<file path="src/hw/iwtl_defs.svh">
// Timing and layout constants of the isolated word transfer latch.
// Assumes the core clock runs at the rate given by IWTL_CLK_NS.
`ifndef IWTL_DEFS_SVH
`define IWTL_DEFS_SVH

// Core clock period in ns
`define IWTL_CLK_NS 100
// One barrier frame cycle of the internal sequencing clock, in ns
`define IWTL_BIT_NS 50
// Free-running word period in asynchronous mode, in ns
`define IWTL_WORD_NS 1000
// Clocks per frame cycle, rounded down, never below one
`define IWTL_BIT_CYC (((`IWTL_BIT_NS / `IWTL_CLK_NS) < 1) ? 1 : \
    (`IWTL_BIT_NS / `IWTL_CLK_NS))
// Clocks per asynchronous word, rounded down, never below one
`define IWTL_WORD_CYC (((`IWTL_WORD_NS / `IWTL_CLK_NS) < 1) ? 1 : \
    (`IWTL_WORD_NS / `IWTL_CLK_NS))
// Frame layout: sync cycles then data cycles
`define IWTL_SYNC_CYCLES 2
`define IWTL_DATA_BITS 8
// Output word after reset
`define IWTL_OUT_RESET 8'h00
// Divider and word counter widths
`define IWTL_CNT_W 8

`endif

</file>
<file path="src/hw/iwtl_pkg.sv">
// Types shared by the word transfer latch modules.
// Assumes nothing of its surroundings.
package iwtl_pkg;

    // Barrier frame sequencer states
    typedef enum logic [1:0] {
        IWTL_IDLE = 2'b00,
        IWTL_FIRST_SYNC_CYCLE = 2'b01,
        IWTL_SECOND_SYNC_CYCLE = 2'b10,
        IWTL_DATA = 2'b11
    } iwtl_link_state_type;

endpackage : iwtl_pkg

</file>
<file path="src/hw/iwtl_link_if.sv">
// Interface between latch control and the barrier frame sequencer.
// Assumes both ends run on the same core clock.
`timescale 1ns/1ps
interface iwtl_link_if;
    logic start;
    logic [7:0] tx_word;
    logic upset;
    logic busy;
    logic done;
    logic done_ok;
    logic [7:0] rx_word;

    // Control side
    modport ctrl (
        output start, tx_word, upset,
        input busy, done, done_ok, rx_word
    );

    // Sequencer side
    modport link (
        input start, tx_word, upset,
        output busy, done, done_ok, rx_word
    );
endinterface : iwtl_link_if

</file>
<file path="src/hw/iwtl_barrier_link.sv">
// Barrier frame sequencer: two sync cycles, then eight data cycles.
// Assumes bit_tick_i is a one-cycle enable from the frame divider.
`timescale 1ns/1ps
`include "iwtl_defs.svh"
module iwtl_barrier_link #(
    parameter int DATA_BITS = `IWTL_DATA_BITS
) (
    // Clock and reset
    input wire logic core_clk_i,
    input wire logic rst_b_i,
    // Frame cycle enable
    input wire logic bit_tick_i,
    // Control link
    iwtl_link_if.link lk
);
    iwtl_pkg::iwtl_link_state_type state_reg;
    logic [7:0] shift_reg;
    logic [7:0] rx_reg;
    logic [3:0] cnt_reg;
    logic corrupt_reg;
    logic done_reg;
    logic done_ok_reg;
    logic [7:0] word_reg;
    wire logic last_bit;
    wire logic [7:0] rx_shift;

    // Received bit enters at the top, low bit sent first
    assign rx_shift = {shift_reg[0], rx_reg[7:1]};
    assign last_bit = (cnt_reg == 4'(DATA_BITS - 1));
    assign lk.busy = (state_reg != iwtl_pkg::IWTL_IDLE);
    assign lk.done = done_reg;
    assign lk.done_ok = done_ok_reg;
    assign lk.rx_word = word_reg;

    // Frame sequencing; a new start overrides any running frame
    always_ff @(posedge core_clk_i) begin
        if (!rst_b_i) begin
            state_reg <= iwtl_pkg::IWTL_IDLE;
            shift_reg <= 8'h00;
            rx_reg <= 8'h00;
            cnt_reg <= 4'h0;
            corrupt_reg <= 1'b0;
            done_reg <= 1'b0;
            done_ok_reg <= 1'b0;
            word_reg <= `IWTL_OUT_RESET;
        end else begin
            done_reg <= 1'b0;
            done_ok_reg <= 1'b0;
            if (lk.upset && lk.busy) begin
                corrupt_reg <= 1'b1;
            end
            if (bit_tick_i) begin
                case (state_reg)
                    iwtl_pkg::IWTL_FIRST_SYNC_CYCLE: begin
                        state_reg <= iwtl_pkg::IWTL_SECOND_SYNC_CYCLE;
                    end
                    iwtl_pkg::IWTL_SECOND_SYNC_CYCLE: begin
                        state_reg <= iwtl_pkg::IWTL_DATA;
                        cnt_reg <= 4'h0;
                    end
                    iwtl_pkg::IWTL_DATA: begin
                        rx_reg <= rx_shift;
                        shift_reg <= {1'b0, shift_reg[7:1]};
                        cnt_reg <= cnt_reg + 4'h1;
                        if (last_bit) begin
                            state_reg <= iwtl_pkg::IWTL_IDLE;
                            done_reg <= 1'b1;
                            done_ok_reg <= !corrupt_reg && !lk.upset;
                            word_reg <= rx_shift;
                        end
                    end
                    default: begin
                    end
                endcase
            end
            if (lk.start) begin
                state_reg <= iwtl_pkg::IWTL_FIRST_SYNC_CYCLE;
                shift_reg <= lk.tx_word;
                corrupt_reg <= lk.upset;
            end
        end
    end
endmodule : iwtl_barrier_link

</file>
<file path="src/hw/iwtl_latch_top.sv">
// Isolated word transfer latch: input latch, barrier frames, output latch.
// Assumes all pin inputs are asynchronous to core_clk_i.
// Assumes the host keeps synchronous falls within the rated rate.
// How it works
// - Mode pin low selects synchronous mode, high selects asynchronous mode.
// - Input buffer follows pins while input latch enable high, else holds.
// - Synchronous mode, enable low: no buffer load, no transmission starts.
// - Synchronous mode: each enable falling edge starts sending the buffer.
// - Enable rising during a frame reloads the buffer, frame unharmed.
// - Enable falling during a frame aborts it and restarts with new word.
// - Frame completing with output enable high updates output at once.
// - Output enable low at completion: keep old word until it rises.
// - All eight output bits change together in one cycle.
// - Asynchronous mode sends words continuously, one per microsecond.
// - Asynchronous mode: input enable only gates buffer loading.
// - Float control high releases all outputs, low drives latched word.
// - Upset frames are discarded; asynchronous resend restores output.
// - Free-running frame clock: two sync cycles then eight data cycles.
// - Synchronous start aligns to the next frame clock cycle.
// - Asynchronous new input waits for the next frame start.
`timescale 1ns/1ps
`include "iwtl_defs.svh"
module iwtl_latch_top #(
    parameter int DATA_BITS = `IWTL_DATA_BITS,
    parameter int BIT_CYC = `IWTL_BIT_CYC,
    parameter int WORD_CYC = `IWTL_WORD_CYC
) (
    // Clock and reset
    input wire logic core_clk_i,
    input wire logic rst_b_i,
    // Input side pins
    input wire logic [7:0] data_in_i,
    input wire logic input_latch_enable_i,
    input wire logic async_mode_i,
    // Output side pins
    input wire logic output_latch_enable_i,
    input wire logic output_float_i,
    output logic [7:0] data_out_o,
    output logic [7:0] data_out_oe_o,
    // Barrier disturbance marker
    input wire logic barrier_upset_i,
    // Status
    output logic tx_busy_o,
    output logic word_pending_o,
    output logic frame_discard_o,
    output logic async_active_o
);
    // Pin synchronisers, first and second stage per pin
    logic [7:0] din_meta_reg;
    logic [7:0] din_sync_reg;
    logic ile_meta_reg;
    logic ile_sync_reg;
    logic async_meta_reg;
    logic async_sync_reg;
    logic ole_meta_reg;
    logic ole_sync_reg;
    logic float_meta_reg;
    logic float_sync_reg;
    logic upset_meta_reg;
    logic upset_sync_reg;
    wire logic [7:0] din_s;
    wire logic ile_s;
    wire logic async_s;
    wire logic ole_s;
    wire logic float_s;
    wire logic upset_s;

    // Frame clock divider and asynchronous word timer
    logic [`IWTL_CNT_W-1:0] div_cnt_reg;
    logic [`IWTL_CNT_W-1:0] word_cnt_reg;
    wire logic bit_tick;
    wire logic word_slot;
    wire logic div_wrap;
    wire logic word_wrap;

    // Input side state
    logic [7:0] in_buf_reg;
    logic ile_prev_reg;
    logic start_pend_reg;
    wire logic ile_fall;
    wire logic sync_start;
    wire logic async_start;

    // Output side state
    logic [7:0] rx_hold_reg;
    logic rx_pend_reg;
    logic [7:0] out_word_reg;
    logic [7:0] oe_reg;
    wire logic load_now;
    wire logic load_late;

    // Status registers
    logic busy_reg;
    logic discard_reg;
    logic async_reg;

    // Link to the frame sequencer
    iwtl_link_if lk ();

    // Input word pins, two stages before any logic reads them
    always_ff @(posedge core_clk_i) begin
        if (!rst_b_i) begin
            din_meta_reg <= '0;
            din_sync_reg <= '0;
        end else begin
            din_meta_reg <= data_in_i;
            din_sync_reg <= din_meta_reg;
        end
    end

    // Input latch enable pin
    always_ff @(posedge core_clk_i) begin
        if (!rst_b_i) begin
            ile_meta_reg <= '0;
            ile_sync_reg <= '0;
        end else begin
            ile_meta_reg <= input_latch_enable_i;
            ile_sync_reg <= ile_meta_reg;
        end
    end

    // Mode select pin
    always_ff @(posedge core_clk_i) begin
        if (!rst_b_i) begin
            async_meta_reg <= '0;
            async_sync_reg <= '0;
        end else begin
            async_meta_reg <= async_mode_i;
            async_sync_reg <= async_meta_reg;
        end
    end

    // Output latch enable pin
    always_ff @(posedge core_clk_i) begin
        if (!rst_b_i) begin
            ole_meta_reg <= '0;
            ole_sync_reg <= '0;
        end else begin
            ole_meta_reg <= output_latch_enable_i;
            ole_sync_reg <= ole_meta_reg;
        end
    end

    // Float control pin
    always_ff @(posedge core_clk_i) begin
        if (!rst_b_i) begin
            float_meta_reg <= '0;
            float_sync_reg <= '0;
        end else begin
            float_meta_reg <= output_float_i;
            float_sync_reg <= float_meta_reg;
        end
    end

    // Barrier disturbance marker pin
    always_ff @(posedge core_clk_i) begin
        if (!rst_b_i) begin
            upset_meta_reg <= '0;
            upset_sync_reg <= '0;
        end else begin
            upset_meta_reg <= barrier_upset_i;
            upset_sync_reg <= upset_meta_reg;
        end
    end

    // Second stages are the only readers of the first stages
    assign din_s = din_sync_reg;
    assign ile_s = ile_sync_reg;
    assign async_s = async_sync_reg;
    assign ole_s = ole_sync_reg;
    assign float_s = float_sync_reg;
    assign upset_s = upset_sync_reg;

    // Free-running frame clock enable, never stopped by mode
    // Sync starts stay aligned to it across mode changes
    assign bit_tick = (div_cnt_reg == '0);
    assign div_wrap = (div_cnt_reg == `IWTL_CNT_W'(BIT_CYC - 1));

    always_ff @(posedge core_clk_i) begin
        if (!rst_b_i) begin
            div_cnt_reg <= '0;
        end else if (div_wrap) begin
            div_cnt_reg <= '0;
        end else begin
            div_cnt_reg <= div_cnt_reg + `IWTL_CNT_W'(1);
        end
    end

    // Word slot timer: one frame start per word period
    // Held at zero in sync mode, so the first async slot comes at once
    assign word_slot = (word_cnt_reg == '0);
    assign word_wrap = (word_cnt_reg == `IWTL_CNT_W'(WORD_CYC - 1));

    always_ff @(posedge core_clk_i) begin
        if (!rst_b_i) begin
            word_cnt_reg <= '0;
        end else if (!async_s) begin
            word_cnt_reg <= '0;
        end else if (word_wrap) begin
            word_cnt_reg <= '0;
        end else begin
            word_cnt_reg <= word_cnt_reg + `IWTL_CNT_W'(1);
        end
    end

    // Transparent input buffer, frozen while the enable is low
    // Pins are synced bit by bit; hold the word steady around a fall
    always_ff @(posedge core_clk_i) begin
        if (!rst_b_i) begin
            in_buf_reg <= 8'h00;
        end else if (ile_s) begin
            in_buf_reg <= din_s;
        end
    end

    // Falling edge of the input latch enable
    // Reset low can never form a fall, so no start follows reset
    assign ile_fall = ile_prev_reg && !ile_s;

    always_ff @(posedge core_clk_i) begin
        if (!rst_b_i) begin
            ile_prev_reg <= 1'b0;
        end else begin
            ile_prev_reg <= ile_s;
        end
    end

    // A fall waits for the next frame clock cycle before it starts
    // Cleared in async mode so a stale fall never fires later
    always_ff @(posedge core_clk_i) begin
        if (!rst_b_i) begin
            start_pend_reg <= 1'b0;
        end else if (async_s) begin
            start_pend_reg <= 1'b0;
        end else if (ile_fall) begin
            start_pend_reg <= 1'b1;
        end else if (bit_tick) begin
            start_pend_reg <= 1'b0;
        end
    end

    // Start decode per mode; no start without a fall in sync mode
    // An async start needs both a word slot and a frame tick
    assign sync_start = !async_s && start_pend_reg && bit_tick;
    assign async_start = async_s && word_slot && bit_tick;

    // Frame request towards the sequencer
    // The buffer is copied by the sequencer only on the start cycle
    assign lk.start = sync_start || async_start;
    assign lk.tx_word = in_buf_reg;
    assign lk.upset = upset_s;

    // Frame sequencer
    // It owns the frame states; this module owns the latches
    iwtl_barrier_link #(
        .DATA_BITS(DATA_BITS)
    ) u_link (
        .core_clk_i(core_clk_i),
        .rst_b_i(rst_b_i),
        .bit_tick_i(bit_tick),
        .lk(lk.link)
    );

    // Output load: at completion if open, else when the enable opens
    // Level sensitive: a pending word loads while the enable is high
    assign load_now = lk.done_ok && ole_s;
    assign load_late = !lk.done_ok && rx_pend_reg && ole_s;

    // Received word held until the output latch opens
    always_ff @(posedge core_clk_i) begin
        if (!rst_b_i) begin
            rx_hold_reg <= `IWTL_OUT_RESET;
        end else if (lk.done_ok) begin
            rx_hold_reg <= lk.rx_word;
        end
    end

    // Pending flag; a new completion wins over a late load
    always_ff @(posedge core_clk_i) begin
        if (!rst_b_i) begin
            rx_pend_reg <= 1'b0;
        end else if (lk.done_ok) begin
            rx_pend_reg <= !ole_s;
        end else if (load_late) begin
            rx_pend_reg <= 1'b0;
        end
    end

    // Whole-word output register, all bits in one edge
    // One register for all bits keeps the output skew at zero
    always_ff @(posedge core_clk_i) begin
        if (!rst_b_i) begin
            out_word_reg <= `IWTL_OUT_RESET;
        end else if (load_now) begin
            out_word_reg <= lk.rx_word;
        end else if (load_late) begin
            out_word_reg <= rx_hold_reg;
        end
    end

    // Output drive enable from the float control
    // Registered so the enables come straight from a flip-flop
    always_ff @(posedge core_clk_i) begin
        if (!rst_b_i) begin
            oe_reg <= 8'h00;
        end else begin
            oe_reg <= {8{!float_s}};
        end
    end

    // Busy copy of the sequencer state
    always_ff @(posedge core_clk_i) begin
        if (!rst_b_i) begin
            busy_reg <= 1'b0;
        end else begin
            busy_reg <= lk.busy;
        end
    end

    // Discard pulse for a disturbed frame, one cycle long
    always_ff @(posedge core_clk_i) begin
        if (!rst_b_i) begin
            discard_reg <= 1'b0;
        end else begin
            discard_reg <= lk.done && !lk.done_ok;
        end
    end

    // Synchronised mode shown to the host
    always_ff @(posedge core_clk_i) begin
        if (!rst_b_i) begin
            async_reg <= 1'b0;
        end else begin
            async_reg <= async_s;
        end
    end

    // Outputs straight from flip-flops
    assign data_out_o = out_word_reg;
    assign data_out_oe_o = oe_reg;
    assign tx_busy_o = busy_reg;
    assign word_pending_o = rx_pend_reg;
    assign frame_discard_o = discard_reg;
    assign async_active_o = async_reg;
endmodule : iwtl_latch_top

</file>
<file path="config.mk">
export PLATFORM = sky130hd
export DESIGN_NAME = iwtl_latch_top
export DESIGN_NICKNAME = d
export VERILOG_FILES = /design/src/hw/iwtl_pkg.sv /design/src/hw/iwtl_link_if.sv /design/src/hw/iwtl_barrier_link.sv /design/src/hw/iwtl_latch_top.sv
export VERILOG_INCLUDE_DIRS = /design/src /design/src/hw
export SDC_FILE = /design/constraint.sdc
export NUM_CORES = 1
export LEC_CHECK = 0
export BUFFER_PORTS_ARGS = -buffer_cell sky130_fd_sc_hd__buf_2
export CAP_MARGIN = 30
export CORE_ASPECT_RATIO = 0.8
export CORE_UTILIZATION = 45
export CTS_CLUSTER_DIAMETER = 40
export CTS_CLUSTER_SIZE = 28
export DETAILED_ROUTE_END_ITERATION = 12
export PLACE_DENSITY_LB_ADDON = 0.25
export SETUP_SLACK_MARGIN = 0.15
export SYNTH_ARGS = -nofsm -noshare
export SYNTH_HDL_FRONTEND = slang
export SYNTH_SLANG_ARGS = --single-unit
</file>
<file path="constraint.sdc">
create_clock -name core_clk_i -period 6.1 [get_ports core_clk_i]
set_input_delay 0 -clock core_clk_i [delete_from_list [all_inputs] [get_ports core_clk_i]]
set_output_delay 0 -clock core_clk_i [all_outputs]
set_load 0.01 [all_outputs]
</file>
== Word-level counts from Yosys, hierarchy flattened ==
Cells that the tools add are included.

* Register bits: 106
* Bits of input ports: 15
* Output and inout bits: 20
* Word-level logic and storage cells: 105

* Add/subtract/negate cells: 3
* Eq/ne operators: 7
* Mux-type cells: 17
* Bitwise operators: 2
* Reductions and logical operators: 43

{| class="wikitable"
|+ Operator list
! kind !! count
|-
| 8-bit 2-to-1 mux || 5
|-
| 8-bit by 1-bit adder with 8-bit output (second input constant) || 2
|-
| 8-bit logical NOT || 2
|-
| 2-bit nonzero test || 8
|-
| 3-bit AND reduction || 4
|-
| 1-bit logical AND || 11
|-
| 1-bit 2-to-1 mux || 9
|-
| 8-bit by 4-bit == test with 1-bit output (second input constant) || 1
|-
| 4-bit case mux with 2 select lines || 1
|-
| 1-bit logical NOT || 7
|-
| 2-bit case mux with 3 select lines || 1
|-
| 2-bit AND reduction || 3
|-
| 2-bit OR reduction || 3
|-
| 4-bit by 1-bit adder with 4-bit output (second input constant) || 1
|-
| 2-bit == test (second input constant) || 2
|-
| 4-bit by 3-bit == test with 1-bit output (second input constant) || 1
|-
| 4-bit AND reduction || 1
|-
| 4-bit nonzero test || 1
|-
| 3-bit by 2-bit inequality test with 1-bit output (second input constant) || 1
|-
| 3-bit nonzero test || 1
|-
| 3-bit OR reduction || 1
|-
| 2-bit by 1-bit == test with 1-bit output (second input constant) || 1
|-
| 2-bit 2-to-1 mux || 1
|-
| 2-bit by 1-bit inequality test with 1-bit output (second input constant) || 1
|-
| 2 further kinds || 3
|}

== Longest topological paths before layout ==
Gate-level depths: netlist of the first run.

* Depth after elaboration: 6
* Depth in mapped cells: 8
* Mapped depth without buffers: 6

== Modules after synthesis ==
From an unflattened synthesis of the first run, not the netlist that was laid out.

* Cells, all modules: 433
* Area total of the unflattened synthesis: 4136.5 µm²

{| class="wikitable"
|+ Modules (own cells, without submodules)
! module !! times used !! cells each !! area each (µm²) !! seq. area each (µm²)
|-
| iwtl_latch_top || 1 || 269 || 2721.4 || 1461.4
|-
| iwtl_barrier_link || 1 || 164 || 1415.1 || 640.6
|}

== Worst setup path before layout of the first run ==
OpenSTA, ideal clock, no wires.

* Path kind: flip-flop to flip-flop
* Start point: register div_cnt_reg[4]
* End point: register u_link.corrupt_reg
* Library setup time: 0.117 ns
* Data arrival time: 1.914 ns
* Required time: 5.983 ns
* Slack: 4.069 ns
* Stages on the path, launching flop included: 8
* Buffers on the path: 3
* Period minus slack after synthesis: 2.031 ns
* Path through: dfxtp_1 -> or4_4 -> buf_6 -> or2_0 -> buf_2 -> or2_1 -> buf_6 -> a32o_1

* Cells in the longest elaborated chain, start to end: 4
* Elaborated cells between the ends (all ways): 6
* Classes of those cells: 1 x mux; 5 x reduce/logical

{| class="wikitable"
|+ RTL lines
! element !! line !! source
|-
| from (decl) || iwtl_latch_top.sv:69 || <nowiki>logic [`IWTL_CNT_W-1:0] div_cnt_reg;</nowiki>
|-
| from (signal assigned) || iwtl_latch_top.sv:185 || <nowiki>div_cnt_reg <= div_cnt_reg + `IWTL_CNT_W'(1);</nowiki>
|-
| 8-bit logical NOT * || iwtl_latch_top.sv:176 || <nowiki>assign bit_tick = (div_cnt_reg == '0);</nowiki>
|-
| 1-bit logical AND (on tied branches) || iwtl_latch_top.sv:244, iwtl_latch_top.sv:245 ||
|-
| 1-bit logical OR * || iwtl_latch_top.sv:249 || <nowiki>assign lk.start = sync_start || async_start;</nowiki>
|-
| 1-bit 2-to-1 mux or 2-bit nonzero test (tied branches) || - ||
|-
| to (signal assigned) || iwtl_barrier_link.sv:79 || <nowiki>corrupt_reg <= lk.upset;</nowiki>
|-
| to (decl) || iwtl_barrier_link.sv:20 || <nowiki>logic corrupt_reg;</nowiki>
|}

Every way passes the cells marked *; elsewhere a longest branch is shown, timed or not.
A chain may end at the register's enable or synchronous reset.

== Final worst setup path of the first run ==
* Start point: register div_cnt_reg[0]
* End point: register u_link.corrupt_reg

Same word-level chain as after synthesis.

==> reports/metrics.yaml, run 1 <==
clock_network:
  htree_levels: 3
  cts_setup_buffers: 0
  clk_latency_ns: 0.37
  clk_path_buf_depth: 2
  path_clk_slew_ns: 0.10
  root_buffer: "clkbuf_8"
  cts_tree: "yes"
  cts_hold_buf: 13
  cts.sinks: 105
  numCtsBuffers: 9
  cts-resized-gates: 0
drt:
  drt_iter0_markers: 116
  num_vias: 2621
  drt-total-wl_mm: 6.23
  ant_nets: 0
  dr.pass1.iters: 4
  drc_errors: 0
  wl_per_cell_um: 11.5
  via_per_inst: 4.83
grt:
  grt_pass1_vias: 2439
  grt_overflow: 0
  grt_util_met3: 0.0479
  gr-usage-met2: 0.234
  grt_max_degree: 49
  top_usage_layer: "met2"
  grt_pass1_wl_mm: 10.9
  grt_antenna_before_repair: 0
  grtUsageMet1: 0.198
  track_usage: 0.151
logic_synthesis:
  synth-adder-area-share: 0.0382
  netlist_instances: 394
  synthArstFlopShare: 0
  yosysUniqueCellTypes: 41
  synth_enable_flop_cells: 0
  synth.mux.area_fraction: 0.0895
  synth_top_area_cell: "dfxtp_1"
  synth_compound_area_frac: 0.0714
  synthSimpleGateAreaFrac: 0.193
  synth_seq_cells: 105
  netlist_area_mm2: 0.00393
  synth_top_family_by_area: "simple AND/OR/NAND/NOR gates"
  synthTopCellsByArea: "dfxtp_1 (54%), mux2i_1 (8.7%), nor2_1 (5.1%)"
  yosys_warnings: 0
  seq_area_frac_synth: 0.535
  syn_nets: 421
  syn_area_per_cell_um2: 9.97
  synth-main-ff-cell: "dfxtp_1"
  synth_xor_area_frac: 0.0268
  synth_top_area_frac: 0.535
critical_path:
  arrival_ns: 2.68
  start_kind: "flip-flop"
  critPathCaptureType: "flip-flop"
  worstSetupPathType: "flip-flop to flip-flop"
  critPathRequiredTime_ns: 6.36
  path_max_fanout: 15
placement:
  hpwl_mm: 3.97
  io_buffers: 34
  dpl.cell_count: 514
  gp_congestion: 0.782
floorplan:
  placementRows: 30
  die_area_mm2: 0.00910
  dieWidth_um: 106
  dieHeight_um: 85.5
  num_io_pins: 35
  start_util: 0.463
  core_mm2: 0.00848
sta:
  hold_viol: 0
  timing.final.crit_share: 0.396
  slew_headroom: 0.407
  slew_violations: 0
  fmax_mhz: 414
  finalSetupViolations: 0
  worst_hold_slack_ns: 0.182
  tightest_slew_ns: 0.878
  clock-skew-final_ns: 0.0122
  finalCriticalPeriod_ns: 2.42
  rsz0062_at_grt: "no"
  final.setup.tns_ns: 0
pwr:
  p_sw_frac: 0.240
  power_density_mw_per_mm2: 278
  ir_drop_uv: 180
  power.internal_uw: 938
  leakage_uw: 0.00168
  pwr-share-comb: 0.066
  seqPwrFrac: 0.579
  clockPowerShare: 0.355
  power.switching_uw: 297
layout:
  syn_to_final_growth_pct: 13.0
  layout-drive-gt1-share: 0.130
  fin_util: 0.523
  layout.cells.non_filler: 543
  n_antenna_cell: 0
  nets: 453
job:
  max-cap-violations: 0
hold_path:
  hp-class: "primary input to flip-flop"
outcome:
  status: "completed"
==> cell families after synthesis <==
| group | count (synthesis) |
|---|---|
| AND/OR/NAND/NOR | 149 |
| flip-flops | 105 |
| AO/OA/AOI/OAI | 45 |
| buffers and inverters | 36 |
| multiplexers | 35 |
| XOR/XNOR | 12 |
| adder cells (fa/ha/maj) | 12 |
==> metal layers <==
metal / part of all wire / routed length [um] / vias up
li1: - / - / 1382
met1: 0.52 / 3230 / 1188
met2: 0.43 / 2650 / 40
met3: 0.038 / 238 / 11
met4: 0.017 / 106 / 0
met5: 0 / 0 / -
==> worst paths after layout <==
kind,start,end,slack [ns],depth (start not counted)
worst max register to register,div_cnt_reg[0],u_link.corrupt_reg,3.68,6
worst min register to register,float_s,data_out_oe_o[0],0.39,1
worst min-delay path,rst_b_i,frame_discard_o,0.18,3
worst max-delay path,div_cnt_reg[0],u_link.corrupt_reg,3.68,6
==> metrics by stage <==
step / setup WS (ns) / total power (uW) / cell area (um2)
after global routing: 3.49 / 1290 / 4440
final: 3.68 / 1230 / 4440
after CTS: 3.67 / 1250 / 4440
after global placement: 3.78 / 804 / 4100
after floorplan: 4.07 / 787 / 3930
after detailed placement: 3.68 / 805 / 4100
==> critical path, cell delays in order, from the launching register on <==
cell,delay (ns)
dfxtp_1,0.36
inv_1,0.07
ha_1,0.15
or3b_1,0.43
or2_0,0.51
or2_1,0.48
a32o_1,0.30
==> power by group through the flow <==
stage / Combinational, uW / Clock [uW] / Sequential (uW)
global placement: 74.3 / 0 / 730
global route: 92.4 / 483 / 717
CTS: 82.0 / 456 / 715
floorplan: 59.7 / 0 / 728
detailed placement: 75.2 / 0 / 730
finish: 81.5 / 438 / 714
==> cells in the mapped netlist (2+ instances only) <==
cell	count
o31ai_1	7
nand3_1	12
a21oi_1	20
o21ai_0	4
nor3_1	5
buf_4	7
nand2_1	23
clkbuf_1	13
buf_6	2
buf_1	3
nand2b_1	2
mux2i_1	34
dfxtp_1	105
and3_1	6
inv_1	9
xnor2_1	2
ha_1	12
buf_2	2
xor2_1	10
o22ai_1	2
and2_1	29
nor2_1	53
a211oi_1	9
nor2b_1	4
nor4_1	3
==> placed cells by master, fill, tap and decap left out, drive strengths merged <==
master / Yosys / final
nor4: 4 / 4
o31ai: 7 / 7
nand2: 23 / 23
nor2b: 4 / 4
or3: 1 / 1
ha: 12 / 12
nand4b: 1 / 1
nor3b: 1 / 1
xor2: 10 / 10
or3b: 1 / 1
and2: 29 / 29
a2111oi: 1 / 1
o21ai: 4 / 4
nand3: 12 / 12
nor2: 53 / 53
clkinv: 0 / 2
buf: 14 / 35
or2: 3 / 3
or4: 1 / 1
nor3: 6 / 6
nand3b: 1 / 1
mux2i: 34 / 34
a211oi: 9 / 9
mux2: 1 / 1
dfxtp: 105 / 105
clkbuf: 13 / 9
dlygate4sd3: 0 / 13
and3: 6 / 6
a32o: 1 / 1
bufinv: 0 / 1
nand2b: 2 / 2
nand4: 1 / 1
xnor2: 2 / 2
clkinvlp: 0 / 1
o22ai: 2 / 2
a21oi: 20 / 20
a41oi: 1 / 1
inv: 9 / 12
==> cell type report <==
cell class | count | area, um2
clock buffers | 9 | 124
clock inverters | 7 | 85.1
fillers | 759 | 4050
inverters | 9 | 33.8
multi-input cells | 253 | 1650
flip-flops and latches | 105 | 2100
well taps | 112 | 140
repair buffers | 48 | 308
(Power assumes the default switching activity.)
==> run 2, diff against run 1 <==
Clock period 6.1 ns to 2.2 ns, I/O delays scaled along.
==> run 2 against run 1 <==
Compared with the run above: first-iteration DRC count is 9.5% higher; sequential power grew to 2.8 times the previous value; flip-flop and latch count stayed put; clock-buffer cell count is 2 higher; non-clock buffer count is 8 higher; critical path depth is 2 lower; global-route usage is 1.3 points higher; register-to-register slack worse by 3.4 ns; combinational power grew to 2.9 times the previous value; sequential share of layout area is 0.72 points lower; worst setup slack worse by 3.4 ns; critical endpoint is now u_link.cnt_reg[0]; largest cell class unchanged; largest power group unchanged.
==> reports/metrics.yaml, run 2 (same netlist as run 1, synthesis figures left out) <==
outcome:
  status: "completed"
layout:
  syn_to_final_growth_pct: 14.9
  final_cell_mix: "dfxtp_1 (104), nor2_1 (53), mux2i_1 (34), buf_2 (34), and2_1 (29)"
  layout-drive-gt1-share: 0.153  # +0.0227
  fillCellCount: 783  # +3.2%
  design_area_mm2: 0.00451  # +1.6%
  nets: 461  # +1.8%
  fin_util: 0.532  # +0.00841
  final_common_cell: "dfxtp_1"
  n_antenna_cell: 0  # unchanged
sta:
  fmax_mhz: 513  # +24%
  rsz0062_at_grt: "no"
  timing.final.crit_share: 0.886  # +0.490
  fin_ws_ns: 0.251  # -3.43 ns
  finalCriticalPeriod_ns: 1.95  # -0.468 ns
  clock-skew-final_ns: 0.00905  # -0.00312 ns
  slew_violations: 0  # unchanged
  final.setup.tns_ns: 0  # unchanged
  finalSetupViolations: 0  # unchanged
  slew_headroom: 0.617  # +0.209
  hold_viol: 0  # unchanged
  tightest_slew_ns: 0.574  # -0.303 ns
grt:
  grt_antenna_before_repair: 0  # unchanged
  grt_pass1_wl_mm: 11.8  # +8.0%
  grt_overflow: 0  # unchanged
  grt_max_degree: 48  # -2.0%
  track_usage: 0.164  # +0.0129
  grt_pass1_vias: 2621  # +7.5%
clock_network:
  root_buffer: "clkbuf_8"
  cts.sinks: 105  # unchanged
  clk_latency_ns: 0.37  # about the same
  htree_levels: 3  # unchanged
  cts_tree: "yes"
  numCtsBuffers: 9  # unchanged
  clk_path_buf_depth: 2  # unchanged
  path_clk_slew_ns: 0.10  # about the same
floorplan:
  core_mm2: 0.00848  # unchanged
  num_io_pins: 35  # unchanged
  dieHeight_um: 85.5  # unchanged
  start_util: 0.463  # unchanged
  die_area_mm2: 0.00910  # unchanged
  dieWidth_um: 106  # unchanged
  placementRows: 30  # unchanged
pwr:
  ir_drop_uv: 417  # +130%
  finalPower_uw: 3450  # +180%
  leakage_uw: 0.00173  # +2.8%
  power_density_mw_per_mm2: 766  # +180%
drt:
  drc_errors: 0  # unchanged
  via_per_inst: 4.82  # -0.21%
  ant_nets: 0  # unchanged
  drt_iter0_markers: 127  # +9.5%
  drt-total-wl_mm: 6.76  # +8.5%
  wl_per_cell_um: 12.3  # +6.9%
  dr.pass1.iters: 4  # unchanged
  num_vias: 2654  # +1.3%
critical_path:
  cp_slowest_cell: "or4_4"
  critPathRequiredTime_ns: 2.51  # -3.85 ns
  slowest_delay_ns: 0.62  # +0.11 ns
  worstSetupPathType: "flip-flop to flip-flop"
  crit_chain: "or4_4 > or3_1 > mux2_2 > nor2_1"
  path_max_fanout: 9  # -6
  critPathCaptureType: "flip-flop"
  arrival_ns: 2.26  # -0.42 ns
  start_kind: "flip-flop"
placement:
  io_buffers: 34  # unchanged
  pre_cts_ws_ns: 0.193  # -3.49 ns
  gp_congestion: 0.829  # +6.1%
  hpwl_mm: 4.43  # +11%
  place_area_mm2: 0.00416  # +1.5%
hold_path:
  hp-class: "primary input to flip-flop"
job:
  max-cap-violations: 0  # unchanged
## run 2: area by class of cell
type / count / area [um2] / share of cell area
Clock buffer: 11 / 151 / 0.0336
Clock inverter: 5 / 62.6 / 0.0139
Inverter: 9 / 33.8 / 0.00749
Multi-Input combinational cell: 253 / 1650 / 0.366
Sequential cell: 105 / 2100 / 0.466
Tap cell: 112 / 140 / 0.0311
Timing Repair Buffer: 56 / 368 / 0.0816
## run 2: path summary, 6_finish.rpt
path / slack [ns] / depth (start not counted) / to / startpoint
setup reg to reg: 0.25 / 4 / u_link.cnt_reg[0] / div_cnt_reg[4]
setup / recovery: 0.25 / 4 / u_link.cnt_reg[0] / div_cnt_reg[4]
hold / removal: 0.16 / 3 / data_out_oe_o[0] / rst_b_i
hold reg to reg: 0.38 / 1 / data_out_oe_o[0] / float_s
## run 2: power by group
group / internal (uW) / total [uW] / switching, uW
logic: 111 / 234 / 124
clock network: 596 / 1240 / 641
registers: 1950 / 1980 / 33.4
## run 2: metal layers
layer | GRT usage | share of wire | vias to the layer above
li1 | - | - | 1398
met1 | 0.206 | 0.51 | 1200
met2 | 0.263 | 0.43 | 45
met3 | 0.0540 | 0.042 | 11
met4 | 0.0660 | 0.018 | 0
met5 | 0 | 0 | -
## run 2: stage by stage
stage / std cells / hold WS (ns)
after floorplan: 394 / 0.127
after global placement: 522 / 0.204
after detailed placement: 522 / 0.210
after CTS: 551 / 0.155
after global routing: 551 / 0.212
final: 551 / 0.155
## run 2: worst max-delay path: cells and delay by family (launching register included)
kind / cells / cell delay (ns)
DFF: 1 / 0.34
muxes: 1 / 0.32
and+or+nand+nor: 3 / 1.24
## run 2: timing repair
action | CTS | global route
hold buffers | 13 | 0
endpoints found under the setup margin | 0 | 19
buffers inserted | 0 | 0
resized for setup | 0 | 4
hold endpoints to repair | 13 | 0
==> run 3, diff against run 2 <==
Settings changed: CELL_PAD_IN_SITES_DETAIL_PLACEMENT from default to 1, CELL_PAD_IN_SITES_GLOBAL_PLACEMENT from default to 2, CORE_UTILIZATION 45 to 34.
==> run 3 against run 2 <==
Compared with the run above: largest cell class unchanged; fmax is 1.8% lower; critical path depth stayed put; utilization fell by 11 points; combinational power up 6%; power grew 11%; global-route usage fell by 1.9 points; first-iteration DRC count is 9.4% higher; critical path type unchanged; largest power group unchanged.
==> reports/metrics.yaml, run 3 (same netlist as run 1, synthesis figures left out) <==
outcome:
  status: "completed"
grt:
  grt_pass1_wl_mm: 13.8  # +17%
  track_usage: 0.145  # -0.0192
  grt_antenna_before_repair: 0  # unchanged
  grt_pass1_vias: 2780  # +6.1%
  grt_overflow: 0  # unchanged
  grt_max_degree: 47  # -2.1%
sta:
  slew_headroom: 0.640  # +0.0235
  hold_viol: 0  # unchanged
  tightest_slew_ns: 0.526  # -0.0482 ns
  finalSetupViolations: 0  # unchanged
  rsz0062_at_grt: "no"
  slew_violations: 0  # unchanged
  timing.final.crit_share: 0.902  # +0.0160
  clock-skew-final_ns: 0.00428  # -0.00477 ns
  worst_hold_slack_ns: 0.0850  # -0.0704 ns
  final.setup.tns_ns: 0  # unchanged
  finalCriticalPeriod_ns: 1.98  # +0.0352 ns
  fmax_mhz: 504  # -1.8%
drt:
  via_per_inst: 4.57  # -5.2%
  drt-total-wl_mm: 7.69  # +14%
  wl_per_cell_um: 13.1  # +7.1%
  num_vias: 2671  # +0.64%
  dr.pass1.iters: 4  # unchanged
  ant_nets: 0  # unchanged
  drc_errors: 0  # unchanged
  drt_iter0_markers: 139  # +9.4%
placement:
  io_buffers: 34  # unchanged
  place_area_mm2: 0.00421  # +1.1%
  hpwl_mm: 5.00  # +13%
  gp_congestion: 0.712  # -14%
critical_path:
  start_kind: "flip-flop"
  critPathRequiredTime_ns: 2.40  # -0.11 ns
  path_max_fanout: 9  # unchanged
  critPathCaptureType: "flip-flop"
  arrival_ns: 2.18  # -0.08 ns
  worstSetupPathType: "flip-flop to flip-flop"
pwr:
  seqPwrFrac: 0.521  # -0.053
  p_sw_frac: 0.219  # -0.0117
  pwr-share-comb: 0.065  # -0.003
  power_density_mw_per_mm2: 816  # +6.6%
  power.switching_uw: 837  # +4.9%
  clockPowerShare: 0.414  # +0.056
  power.internal_uw: 2980  # +12%
  leakage_uw: 0.00178  # +2.9%
  ir_drop_uv: 412  # -1.1%
clock_network:
  cts_tree: "yes"
  htree_levels: 3  # unchanged
  cts.sinks: 105  # unchanged
  numCtsBuffers: 9  # unchanged
  clk_latency_ns: 0.34  # -0.03 ns
  clk_path_buf_depth: 2  # unchanged
  root_buffer: "clkbuf_16"
  path_clk_slew_ns: 0.07  # -0.03 ns
layout:
  design_area_mm2: 0.00468  # +3.7%
  syn_to_final_growth_pct: 19.1
  n_antenna_cell: 0  # unchanged
  final_cell_mix: "dfxtp_1 (104), nor2_1 (53), mux2i_1 (34), buf_2 (34), and2_1 (29)"
  final_common_cell: "dfxtp_1"
  nets: 464  # +0.65%
  layout-drive-gt1-share: 0.154  # +0.00158
floorplan:
  num_io_pins: 35  # unchanged
  start_util: 0.355  # -0.108
  die_area_mm2: 0.0120  # +32%
  core_mm2: 0.0111  # +30%
  dieWidth_um: 122  # +15%
  placementRows: 34  # +13%
  dieHeight_um: 98.1  # +15%
job:
  max-cap-violations: 0  # unchanged
hold_path:
  hp-class: "primary input to flip-flop"
run 3: cell count changes in the layout (fill, tap and decap cells not counted), sizes merged:
| cell | before | now |
|---|---|---|
| clkinv | 2 | 1 |
| buf | 43 | 46 |
| clkinvlp | 1 | 0 |
| clkbuf | 11 | 13 |
| inv | 10 | 9 |
run 3: power groups by stage:
stage	combinational, uW	sequential [uW]	clock (uW)
finish	248	1990	1580
detailed placement	220	2030	0
CTS	251	1980	1630
floorplan	165	2020	0
global placement	219	2020	0
global route	284	1990	1720
run 3: stage by stage:
| step | cells | power (uW) | worst slack, ns | utilization |
|---|---|---|---|---|
| 4_1_cts | 585 | 3870 | 0.156 | 0.421 |
| 2_1_floorplan | 394 | 2180 | 0.169 | - |
| 3_3_place_gp | 555 | 2240 | 0.207 | 0.380 |
| 5_1_grt | 585 | 4000 | 0.153 | 0.423 |
| 6_report | 585 | 3820 | 0.216 | 0.423 |
| 3_5_place_dp | 555 | 2250 | 0.125 | 0.380 |
run 3: area by class of cell:
| class | count | area, um2 |
|---|---|---|
| Multi-Input combinational cell | 253 | 1670 |
| Clock inverter | 2 | 38.8 |
| Inverter | 9 | 33.8 |
| Sequential cell | 105 | 2100 |
| Fill cell | 1275 | 6380 |
| Tap cell | 144 | 180 |
| Clock buffer | 13 | 250 |
| Timing Repair Buffer | 59 | 403 |
run 3: critical path: stages, from the launching register on:
cell,delay (ns)
dfxtp_1,0.33
or4_4,0.64
a2111oi_0,0.52
mux2i_1,0.27
a21oi_1,0.09
run 3: repair_timing:
item,CTS,global route
setup endpoints to repair,7,29
hold endpoints to repair,13,0
hold buffers,13,0
setup buffers,2,0
pin swaps,1,0
resized for setup,0,7
run 3: final timing paths:
kind              depth (start not counted)                  end           start  slack [ns]
setup / recovery                          4  u_link.state_reg[0]  div_cnt_reg[4]        0.22
hold / removal                            2      din_meta_reg[7]         rst_b_i        0.09
setup reg to reg                          4  u_link.state_reg[0]  div_cnt_reg[4]        0.22
hold reg to reg                           1     data_out_oe_o[0]         float_s        0.39
run 3: routing by layer:
metal	GRT usage	vias to the layer above	routed length, um
met5	0	-	0
met4	0.0394	0	83
met3	0.0403	8	246
met2	0.225	35	3290
met1	0.197	1236	4070
li1	-	1392	-
